==> src/verilog/shift_move_indirect_pkg.sv <==
// shared constants and types for the shift, move and indirect-load unit
package shift_move_indirect_pkg;

    // ========================================================
    // register byte offsets
    localparam logic [11:0] CMD_OFFSET = 12'h000;
    localparam logic [11:0] ACC_OFFSET = 12'h004;
    localparam logic [11:0] STATUS_OFFSET = 12'h008;
    localparam logic [11:0] PTR0_OFFSET = 12'h00C;
    localparam logic [11:0] PTR1_OFFSET = 12'h010;
    localparam logic [11:0] MEM_BASE = 12'h100;

    // ========================================================
    // command word fields
    localparam int FILE_POS = 0;
    localparam int FILE_W = 7;
    localparam int DEST_POS = 7;
    localparam int OP_POS = 8;
    localparam int MODE_POS = 10;
    localparam int SEL_POS = 12;
    localparam int REL_POS = 13;
    localparam int OFFS_POS = 14;
    localparam int OFFS_W = 6;

    // ========================================================
    // status fields
    localparam int CARRY_POS = 0;
    localparam int ZERO_POS = 1;

    // ========================================================
    // file addresses that open the indirect data window
    localparam logic [6:0] WINDOW0_FILE = 7'h00;
    localparam logic [6:0] WINDOW1_FILE = 7'h01;

    // ========================================================
    // reset values
    localparam logic [7:0] ACC_RESET = 8'h00;
    localparam logic [15:0] PTR_RESET = 16'h0000;
    localparam logic [7:0] MEM_RESET = 8'h00;
    localparam logic FLAG_RESET = 1'b0;

    // ========================================================
    // operations and pointer update modes
    typedef enum logic [1:0] {
        OP_NONE = 2'b00,
        LOGICAL_SHIFT_RIGHT_OP = 2'b01,
        FILE_MOVE_OP = 2'b10,
        INDIRECT_LOAD_OP = 2'b11
    } op_t;

    typedef enum logic [1:0] {
        PRE_INC = 2'b00,
        PRE_DEC = 2'b01,
        POST_INC = 2'b10,
        POST_DEC = 2'b11
    } pointer_update_mode_t;

endpackage

==> src/verilog/pointer_step.sv <==
// effective address and updated value of one file select pointer
module pointer_step (
    input wire logic [15:0] ptr_in,
    input wire shift_move_indirect_pkg::pointer_update_mode_t mode_in,
    input wire logic relative_in,
    input wire logic [5:0] offset_in,
    output logic [15:0] eff_addr_out,
    output logic [15:0] next_ptr_out
);
    logic [15:0] inc;
    logic [15:0] dec;
    logic [15:0] offs_ext;

    // 16-bit sums wrap past FFFF and below 0000 by themselves
    assign inc = ptr_in + 16'h0001; // RULE12
    assign dec = ptr_in - 16'h0001; // RULE12
    assign offs_ext = {{10{offset_in[5]}}, offset_in};

    always_comb begin
        eff_addr_out = ptr_in;
        next_ptr_out = ptr_in;
        if (relative_in) begin
            eff_addr_out = ptr_in + offs_ext; // RULE6
            next_ptr_out = ptr_in; // RULE7
        end else begin
            unique case (mode_in) // RULE8
                shift_move_indirect_pkg::PRE_INC: begin
                    eff_addr_out = inc; // RULE6
                    next_ptr_out = inc; // RULE7
                end
                shift_move_indirect_pkg::PRE_DEC: begin
                    eff_addr_out = dec; // RULE6
                    next_ptr_out = dec; // RULE7
                end
                shift_move_indirect_pkg::POST_INC: begin
                    eff_addr_out = ptr_in; // RULE6
                    next_ptr_out = inc; // RULE7
                end
                shift_move_indirect_pkg::POST_DEC: begin
                    eff_addr_out = ptr_in; // RULE6
                    next_ptr_out = dec; // RULE7
                end
            endcase
        end
    end
endmodule // pointer_step

==> src/verilog/shift_move_indirect_exec.sv <==
// execution unit for right shift, file move and indirect load, APB slave
// How it works
// RULE1: the shift writes 0 to bit 7, source bits 7..1 to bits 6..0, bit 0 to carry.
// RULE2: with destination bit 0 the shift result goes to the accumulator, else back to the file.
// RULE3: the shift sets zero when its result is zero and clears it otherwise.
// RULE4: the file move copies the file unchanged to the accumulator or back into itself.
// RULE5: the file move updates zero from the moved value, leaving the accumulator alone when d is 1.
// RULE6: the indirect load reads the byte at pointer+1, pointer-1, pointer or pointer+offset.
// RULE7: afterwards the pointer is +1 for increments, -1 for decrements, unchanged for offsets.
// RULE8: mode 00 pre-inc, 01 pre-dec, 10 post-inc, 11 post-dec; one index bit picks the pointer.
// RULE9: the indirect data windows are not storage of their own.
// RULE10: naming a window file reads or writes the location held in its pointer.
// RULE11: the indirect load sets zero when the loaded byte is zero, else clears it.
// RULE12: the sixteen-bit pointer wraps modulo its range.
// RULE13: the pointer arithmetic leaves carry and zero untouched.
module shift_move_indirect_exec #(
    parameter int DEPTH = 64
) (
    input wire logic clk_in,
    input wire logic rst_n_in,
    input wire logic ce_in,
    input wire logic psel_in,
    input wire logic penable_in,
    input wire logic pwrite_in,
    input wire logic [11:0] paddr_in,
    input wire logic [31:0] pwdata_in,
    output logic [31:0] prdata_out,
    output logic pready_out,
    output logic pslverr_out,
    output logic [7:0] acc_out,
    output logic carry_out,
    output logic zero_out
);
    localparam int AW = $clog2(DEPTH);

    typedef struct packed {
        logic [7:0] acc;
        logic carry;
        logic zero;
        logic [1:0][15:0] ptr;
        logic [DEPTH-1:0][7:0] mem;
        logic pready;
        logic [31:0] prdata;
        logic pslverr;
    } state_t;

    state_t s;
    state_t next_s;

    // ========================================================
    // command decode
    logic [6:0] file_addr;
    logic dest_file;
    shift_move_indirect_pkg::op_t op;
    shift_move_indirect_pkg::pointer_update_mode_t mode;
    logic ptr_sel;
    logic relative;
    logic [5:0] offset;
    logic [15:0] eff_addr;
    logic [15:0] next_ptr;
    logic [AW-1:0] file_idx;
    logic [AW-1:0] ind_idx;
    logic [7:0] file_val;
    logic [7:0] shifted;
    logic [7:0] loaded;

    assign file_addr = pwdata_in[shift_move_indirect_pkg::FILE_POS +:
        shift_move_indirect_pkg::FILE_W];
    assign dest_file = pwdata_in[shift_move_indirect_pkg::DEST_POS];
    assign op = shift_move_indirect_pkg::op_t'(
        pwdata_in[shift_move_indirect_pkg::OP_POS +: 2]);
    assign mode = shift_move_indirect_pkg::pointer_update_mode_t'(
        pwdata_in[shift_move_indirect_pkg::MODE_POS +: 2]); // RULE8
    assign ptr_sel = pwdata_in[shift_move_indirect_pkg::SEL_POS]; // RULE8
    assign relative = pwdata_in[shift_move_indirect_pkg::REL_POS];
    assign offset = pwdata_in[shift_move_indirect_pkg::OFFS_POS +:
        shift_move_indirect_pkg::OFFS_W];

    pointer_step u_step (
        .ptr_in(s.ptr[ptr_sel]),
        .mode_in(mode),
        .relative_in(relative),
        .offset_in(offset),
        .eff_addr_out(eff_addr),
        .next_ptr_out(next_ptr)
    );

    // window files hold nothing: they redirect through the pointer
    always_comb begin
        if (file_addr == shift_move_indirect_pkg::WINDOW0_FILE) begin
            file_idx = s.ptr[0][AW-1:0]; // RULE9 RULE10
        end else if (file_addr == shift_move_indirect_pkg::WINDOW1_FILE) begin
            file_idx = s.ptr[1][AW-1:0]; // RULE9 RULE10
        end else begin
            file_idx = AW'(file_addr);
        end
    end

    // memory wider than DEPTH aliases: only the low address bits count
    assign ind_idx = eff_addr[AW-1:0]; // RULE6
    assign file_val = s.mem[file_idx];
    assign shifted = {1'b0, file_val[7:1]}; // RULE1
    assign loaded = s.mem[ind_idx]; // RULE6 RULE10

    // ========================================================
    // bus decode
    logic access;
    logic commit;
    logic mem_hit;
    logic [AW-1:0] mem_idx;
    logic [11:0] mem_off;
    logic addr_err;
    logic [31:0] rdata;

    assign access = psel_in && penable_in;
    assign commit = access && s.pready && !s.pslverr && pwrite_in;
    assign mem_off = paddr_in - shift_move_indirect_pkg::MEM_BASE;
    assign mem_hit = (paddr_in >= shift_move_indirect_pkg::MEM_BASE) &&
        (mem_off < 12'(4 * DEPTH)) && (paddr_in[1:0] == 2'b00);
    assign mem_idx = mem_off[AW+1:2];

    always_comb begin
        rdata = 32'h0000_0000;
        addr_err = 1'b0;
        if (mem_hit) begin
            rdata = {24'h00_0000, s.mem[mem_idx]};
        end else begin
            unique case (paddr_in)
                shift_move_indirect_pkg::CMD_OFFSET: rdata = 32'h0000_0000;
                shift_move_indirect_pkg::ACC_OFFSET: begin
                    rdata = {24'h00_0000, s.acc};
                end
                shift_move_indirect_pkg::STATUS_OFFSET: begin
                    rdata = {30'h0000_0000, s.zero, s.carry};
                end
                shift_move_indirect_pkg::PTR0_OFFSET: begin
                    rdata = {16'h0000, s.ptr[0]};
                end
                shift_move_indirect_pkg::PTR1_OFFSET: begin
                    rdata = {16'h0000, s.ptr[1]};
                end
                default: addr_err = 1'b1;
            endcase
        end
    end

    // ========================================================
    // next state
    always_comb begin
        next_s = s;
        // one wait state lets prdata and pready leave flip-flops
        if (access && !s.pready) begin
            next_s.pready = 1'b1;
            next_s.prdata = pwrite_in ? 32'h0000_0000 : rdata;
            next_s.pslverr = addr_err;
        end else begin
            next_s.pready = 1'b0;
            next_s.pslverr = 1'b0;
        end
        if (commit && mem_hit) begin
            next_s.mem[mem_idx] = pwdata_in[7:0];
        end else if (commit) begin
            unique case (paddr_in)
                shift_move_indirect_pkg::ACC_OFFSET: begin
                    next_s.acc = pwdata_in[7:0];
                end
                shift_move_indirect_pkg::STATUS_OFFSET: begin
                    next_s.carry = pwdata_in[shift_move_indirect_pkg::CARRY_POS];
                    next_s.zero = pwdata_in[shift_move_indirect_pkg::ZERO_POS];
                end
                shift_move_indirect_pkg::PTR0_OFFSET: begin
                    next_s.ptr[0] = pwdata_in[15:0];
                end
                shift_move_indirect_pkg::PTR1_OFFSET: begin
                    next_s.ptr[1] = pwdata_in[15:0];
                end
                shift_move_indirect_pkg::CMD_OFFSET: begin
                    unique case (op)
                        shift_move_indirect_pkg::OP_NONE: begin
                        end
                        shift_move_indirect_pkg::LOGICAL_SHIFT_RIGHT_OP: begin
                            if (dest_file) begin
                                next_s.mem[file_idx] = shifted; // RULE2
                            end else begin
                                next_s.acc = shifted; // RULE2
                            end
                            next_s.carry = file_val[0]; // RULE1
                            next_s.zero = (shifted == 8'h00); // RULE3
                        end
                        shift_move_indirect_pkg::FILE_MOVE_OP: begin
                            if (!dest_file) begin
                                next_s.acc = file_val; // RULE4
                            end
                            next_s.zero = (file_val == 8'h00); // RULE5
                        end
                        shift_move_indirect_pkg::INDIRECT_LOAD_OP: begin
                            next_s.acc = loaded; // RULE6
                            next_s.ptr[ptr_sel] = next_ptr; // RULE7 RULE12
                            // carry kept: pointer math is not the ALU
                            next_s.zero = (loaded == 8'h00); // RULE11 RULE13
                        end
                    endcase
                end
                default: begin
                end
            endcase
        end
    end

    always_ff @(posedge clk_in) begin
        if (!rst_n_in) begin
            s.acc <= shift_move_indirect_pkg::ACC_RESET;
            s.carry <= shift_move_indirect_pkg::FLAG_RESET;
            s.zero <= shift_move_indirect_pkg::FLAG_RESET;
            s.ptr <= {2{shift_move_indirect_pkg::PTR_RESET}};
            s.mem <= {DEPTH{shift_move_indirect_pkg::MEM_RESET}};
            s.pready <= 1'b0;
            s.prdata <= 32'h0000_0000;
            s.pslverr <= 1'b0;
        end else if (ce_in) begin
            s <= next_s;
        end
    end

    assign prdata_out = s.prdata;
    assign pready_out = s.pready;
    assign pslverr_out = s.pslverr;
    assign acc_out = s.acc;
    assign carry_out = s.carry;
    assign zero_out = s.zero;

    // ========================================================
    // checks
    logic exec;
    assign exec = ce_in && commit &&
        (paddr_in == shift_move_indirect_pkg::CMD_OFFSET);
endmodule // shift_move_indirect_exec

==> config.mk <==
export PLATFORM = sky130hd
export DESIGN_NAME = shift_move_indirect_exec
export DESIGN_NICKNAME = d
export VERILOG_FILES = /design/src/verilog/shift_move_indirect_pkg.sv /design/src/verilog/pointer_step.sv /design/src/verilog/shift_move_indirect_exec.sv
export SDC_FILE = /design/constraint.sdc
export NUM_CORES = 2
export LEC_CHECK = 0
export BUFFER_PORTS_ARGS = -buffer_cell sky130_fd_sc_hd__buf_2
export CAP_MARGIN = 25
export CORE_MARGIN = 10
export CORE_UTILIZATION = 38
export CTS_CLUSTER_DIAMETER = 60
export DETAILED_ROUTE_END_ITERATION = 8
export GPL_ROUTABILITY_DRIVEN = 0
export PLACE_DENSITY_LB_ADDON = 0.15
export SLEW_MARGIN = 20
export SYNTH_ARGS = -nofsm -noshare
export SYNTH_HDL_FRONTEND = slang
export SYNTH_SLANG_ARGS = --single-unit
==> constraint.sdc <==
create_clock -name clk_in -period 5.9 [get_ports clk_in]
set_input_delay 0.295 -clock clk_in [delete_from_list [all_inputs] [get_ports clk_in]]
set_output_delay 0.295 -clock clk_in [all_outputs]
set_load 0.02 [all_outputs]
==> Implementation_results.wiki <==
{| class="wikitable"
! Metric !! Value
|-
| Run status || finished with violations
|-
| Failing checks || DRC
|-
| Clock tree sinks || 572
|-
| Total power || 10.3 mW
|-
| Worst path bufs/invs || 3
|-
| Crit-path max cell delay || 0.70 ns
|-
| Iteration count of the initial detailed-routing pass || 9
|-
| Layout cell share with drive strength beyond 1 || 14.0%
|-
| First-pass GRT wire length || 314 mm
|-
| Placement row count || 120
|-
| Number of buffers created by CTS || 78
|-
| Final cell area excluding filler cells || 46,500 µm²
|-
| Clock skew after layout || 0.0214 ns
|-
| Fraction of the cycle the final worst path needs || 90.3%
|-
| Worst path arrival time || 5.89 ns
|-
| All-Layer GR Usage || 34.5%
|-
| Hold WC Path Type || input port to flip-flop
|-
| Unrepaired setup endpoints after global routing || false
|-
| Initial standard-cell utilization of the core || 38.5%
|-
| Top cells by area in the synthesized netlist || sky130_fd_sc_hd__dfxtp_1, sky130_fd_sc_hd__a22oi_1, sky130_fd_sc_hd__mux4_2, sky130_fd_sc_hd__nand2_1, sky130_fd_sc_hd__nor2b_1
|-
| Cell area after placement || 43,800 µm²
|-
| Yosys synthesis warning count || 0
|-
| Primary flip-flop cell chosen by synthesis mapping || sky130_fd_sc_hd__dfxtp_1
|-
| Die width || 350 µm
|-
| Detailed placer's ending HPWL || 150 mm
|-
| Floorplan die height || 350 µm
|-
| Wire length on met1 || 84.0 mm
|-
| Post-DR vias/cell || 6.97
|-
| Startpoint class of the critical path || flip-flop
|-
| Largest voltage drop on the vdd net || 0.000186 V
|-
| Final Hold Violating Endpoints || 0
|-
| Post-synthesis cell count || 5,331
|-
| DRC marker count from the first detailed-route iteration || 8,087
|-
| Fin worst setup slack || 0.572 ns
|-
| Highest metal layer used by the detailed router || met5
|-
| Pwr/cell area || 222 nW/µm²
|-
| WL/cell || 33.1 µm
|-
| Fin. max-slew vios || 0
|-
| Via count || 46,700
|-
| Initial antenna violation count || 19
|-
| Number of gates given a new drive strength after cts || 0
|-
| # setup viols final || 0
|-
| Clock tree from TritonCTS || yes
|-
| Number of storage elements in the synthesis netlist || 572
|-
| Data required time at the worst endpoint || 6.46 ns
|-
| Clk root buf || sky130_fd_sc_hd__clkbuf_16
|-
| Port Buf Inserts || 65
|-
| Maximum capacitance violations || 0
|-
| Post-route ant nets || 0
|-
| Slowest cell on crit path || sky130_fd_sc_hd__a311oi_1
|-
| Min cycle time layout || 5.33 ns
|-
| Headroom to the max-slew limit || 11.7%
|-
| Die area || 122,000 µm²
|-
| Count of boundary I/O pins || 94
|-
| Post-synth cell types || 88
|-
| Max Fanout on Critical Path || 12
|-
| Part of the Yosys area used for sequential elements || 27.7%
|-
| Aggregate negative setup slack || 0 ns
|-
| Share of synthesized flip-flops with an asynchronous set or reset || 0%
|-
| Series of cell instances along the critical path || mux2i_2 > clkinv_1 > ha_1 > nor2b_1 > o21ai_0 > nand3_1 > a32oi_4 > buf_4 > a311oi_1 > a311oi_1 > nor4_1 > a31oi_1 > buf_4 > nand4_1 > a41o_1 > o211a_1
|-
| Element type at the critical path end || flip-flop
|-
| Count of flip-flops with a built-in enable after synthesis || 0
|-
| Total wire length after detailed routing || 222 mm
|-
| Aggregate global routing overflow || 0
|-
| Pin count of the biggest net entering global routing || 253
|-
| Clock Latency Late Sink || 0.68 ns
|-
| Core Region || 108,000 µm²
|-
| Area Growth Syn to Fin || 12.5%
|-
| Total number of nets in the final design || 5,299
|-
| Synthesized area divided by synthesized cell count || 7.76 µm²
|-
| Worst Setup Slack post-DPL || 0.487 ns
|-
| Area fraction of the dominant cell type after synthesis || 27.7%
|-
| Number of global-route vias before repair || 41,400
|-
| Residual DRC || 14
|-
| Type of the worst setup path || flip-flop to flip-flop
|-
| Clk pin slew, worst setup/hold paths || 0.06 ns
|-
| Leakage power figure || 14.5 nW
|-
| Detailed-routed wire length on met2 || 89.9 mm
|-
| Highest Clock Rate || 188 MHz
|-
| Number of H-tree levels || 3
|-
| Library cell occupying the most area in the post-synthesis netlist || sky130_fd_sc_hd__dfxtp_1
|-
| Slew of the pin with the lowest slew margin || 1.32 ns
|-
| Max Buffers Root-to-Sink || 3
|-
| Crit-path leading delay family || compound AO/OA/AOI/OAI gates
|-
| Met3 wire length || 32.4 mm
|-
| Cell area after technology mapping || 41,300 µm²
|}
-- metrics by stage --
| step | utilization (%) | hold WS (ns) | cells |
|---|---|---|---|
| final | 43.3 | 0.0192 | 6707 |
| after global routing | 43.2 | 0.0379 | 6700 |
| after CTS | 43.2 | 0.00621 | 6697 |
| after detailed placement | 40.8 | 0.452 | 6559 |
| after global placement | 40.7 | 0.449 | 6556 |
| after floorplan | - | 0.441 | 5346 |
-- worst register-to-register path: cells and delay by family (launching register included) --
family                     cells  cell delay [ns]
adders and majority gates      1             0.42
and+or+nand+nor                4             0.56
buffers and inverters          3             0.98
muxes                          1             0.52
AOI/OAI and AO/OA              7             2.35
DFF                            1             0.40
-- cell usage after synthesis, types with 19 or more instances --
cell type                  count
sky130_fd_sc_hd__nor2b_1     525
sky130_fd_sc_hd__buf_1        54
sky130_fd_sc_hd__buf_2        42
sky130_fd_sc_hd__a21oi_1     118
sky130_fd_sc_hd__a311oi_1     49
sky130_fd_sc_hd__a31oi_1      63
sky130_fd_sc_hd__nand4_1      19
sky130_fd_sc_hd__mux2_2       33
sky130_fd_sc_hd__a22oi_1     585
sky130_fd_sc_hd__mux4_2      172
sky130_fd_sc_hd__nand2b_1     21
sky130_fd_sc_hd__and3_1       40
sky130_fd_sc_hd__nor3_1       53
sky130_fd_sc_hd__a211oi_1     31
sky130_fd_sc_hd__nand3_1     195
sky130_fd_sc_hd__o22ai_1      51
sky130_fd_sc_hd__o221ai_1     21
sky130_fd_sc_hd__clkbuf_1    368
sky130_fd_sc_hd__a22o_1      141
sky130_fd_sc_hd__buf_4        54
sky130_fd_sc_hd__o21ai_0     408
sky130_fd_sc_hd__a221oi_1     34
sky130_fd_sc_hd__nor2_1      248
sky130_fd_sc_hd__nand2_1     981
sky130_fd_sc_hd__dfxtp_1     572
sky130_fd_sc_hd__mux2i_1      89
sky130_fd_sc_hd__o21ai_1      75
-- final timing paths --
kind | startpoint | to | slack (ns) | cells past startpoint
worst max-delay path | s[548] | acc_out[7] | 0.57 | 16
worst min-delay path | pwdata_in[15] | s[577] | 0.02 | 3
worst max register to register | s[548] | acc_out[7] | 0.57 | 16
worst min register to register | prdata_out[6] | prdata_out[6] | 0.46 | 2
-- cell usage in the layout (no fill, tap or decap), types with 117 or more instances in the layout --
cell / instances
sky130_fd_sc_hd__nand2_1: 979
sky130_fd_sc_hd__a22oi_1: 585
sky130_fd_sc_hd__dfxtp_1: 572
sky130_fd_sc_hd__nor2b_1: 525
sky130_fd_sc_hd__o21ai_0: 408
sky130_fd_sc_hd__buf_4: 254
sky130_fd_sc_hd__nor2_1: 240
sky130_fd_sc_hd__nand3_1: 194
sky130_fd_sc_hd__mux4_2: 172
sky130_fd_sc_hd__a22o_1: 141
sky130_fd_sc_hd__a21oi_1: 117
-- area by class of cell --
type,instances,area [µm²]
clock buffers,105,2280
repair buffers,351,2910
well taps,1403,1760
multi-input cells,4222,27700
fillers,10900,61000
clock inverters,31,302
flip-flops and latches,572,11500
diodes,7,17.5
inverters,16,60.1
-- flip-flops by register name, summed over array words and instances (netlist names) --
name and cells:
zero_out 1, carry_out 1, pslverr_out 1, prdata_out 16, s 544, pready_out 1, acc_out 8
-- power breakdown --
group          internal (mW)  switching (mW)
clock                   2.88            2.00
sequential              3.86        0.000430
combinational          0.405            1.17
total                   7.15            3.16
-- repair_timing --
| action | CTS | global route |
|---|---|---|
| setup buffers | 0 | 0 |
| hold buffers | 2 | 0 |
| endpoints found under the hold margin | 4 | 0 |
-- logic make-up after synthesis --
group | Yosys count | share of synthesized area, %
AO/OA/AOI/OAI | 1715 | 28.4
XOR/XNOR | 18 | 0.381
adder cells (fa/ha/maj) | 8 | 0.260
buffers and inverters | 552 | 5.95
flip-flops | 572 | 27.7
multiplexers | 296 | 12.5
other | 1 | 0.00907
AND/OR/NAND/NOR | 2169 | 24.8
-- metal layers --
| metal | vias up | track usage, % |
|---|---|---|
| met5 | - | 0.275 |
| met4 | 30 | 19.8 |
| met3 | 831 | 13.5 |
| met2 | 3719 | 48.9 |
| met1 | 22600 | 44.2 |
| li1 | 19500 | - |
Power figures use the tool's default switching activity.
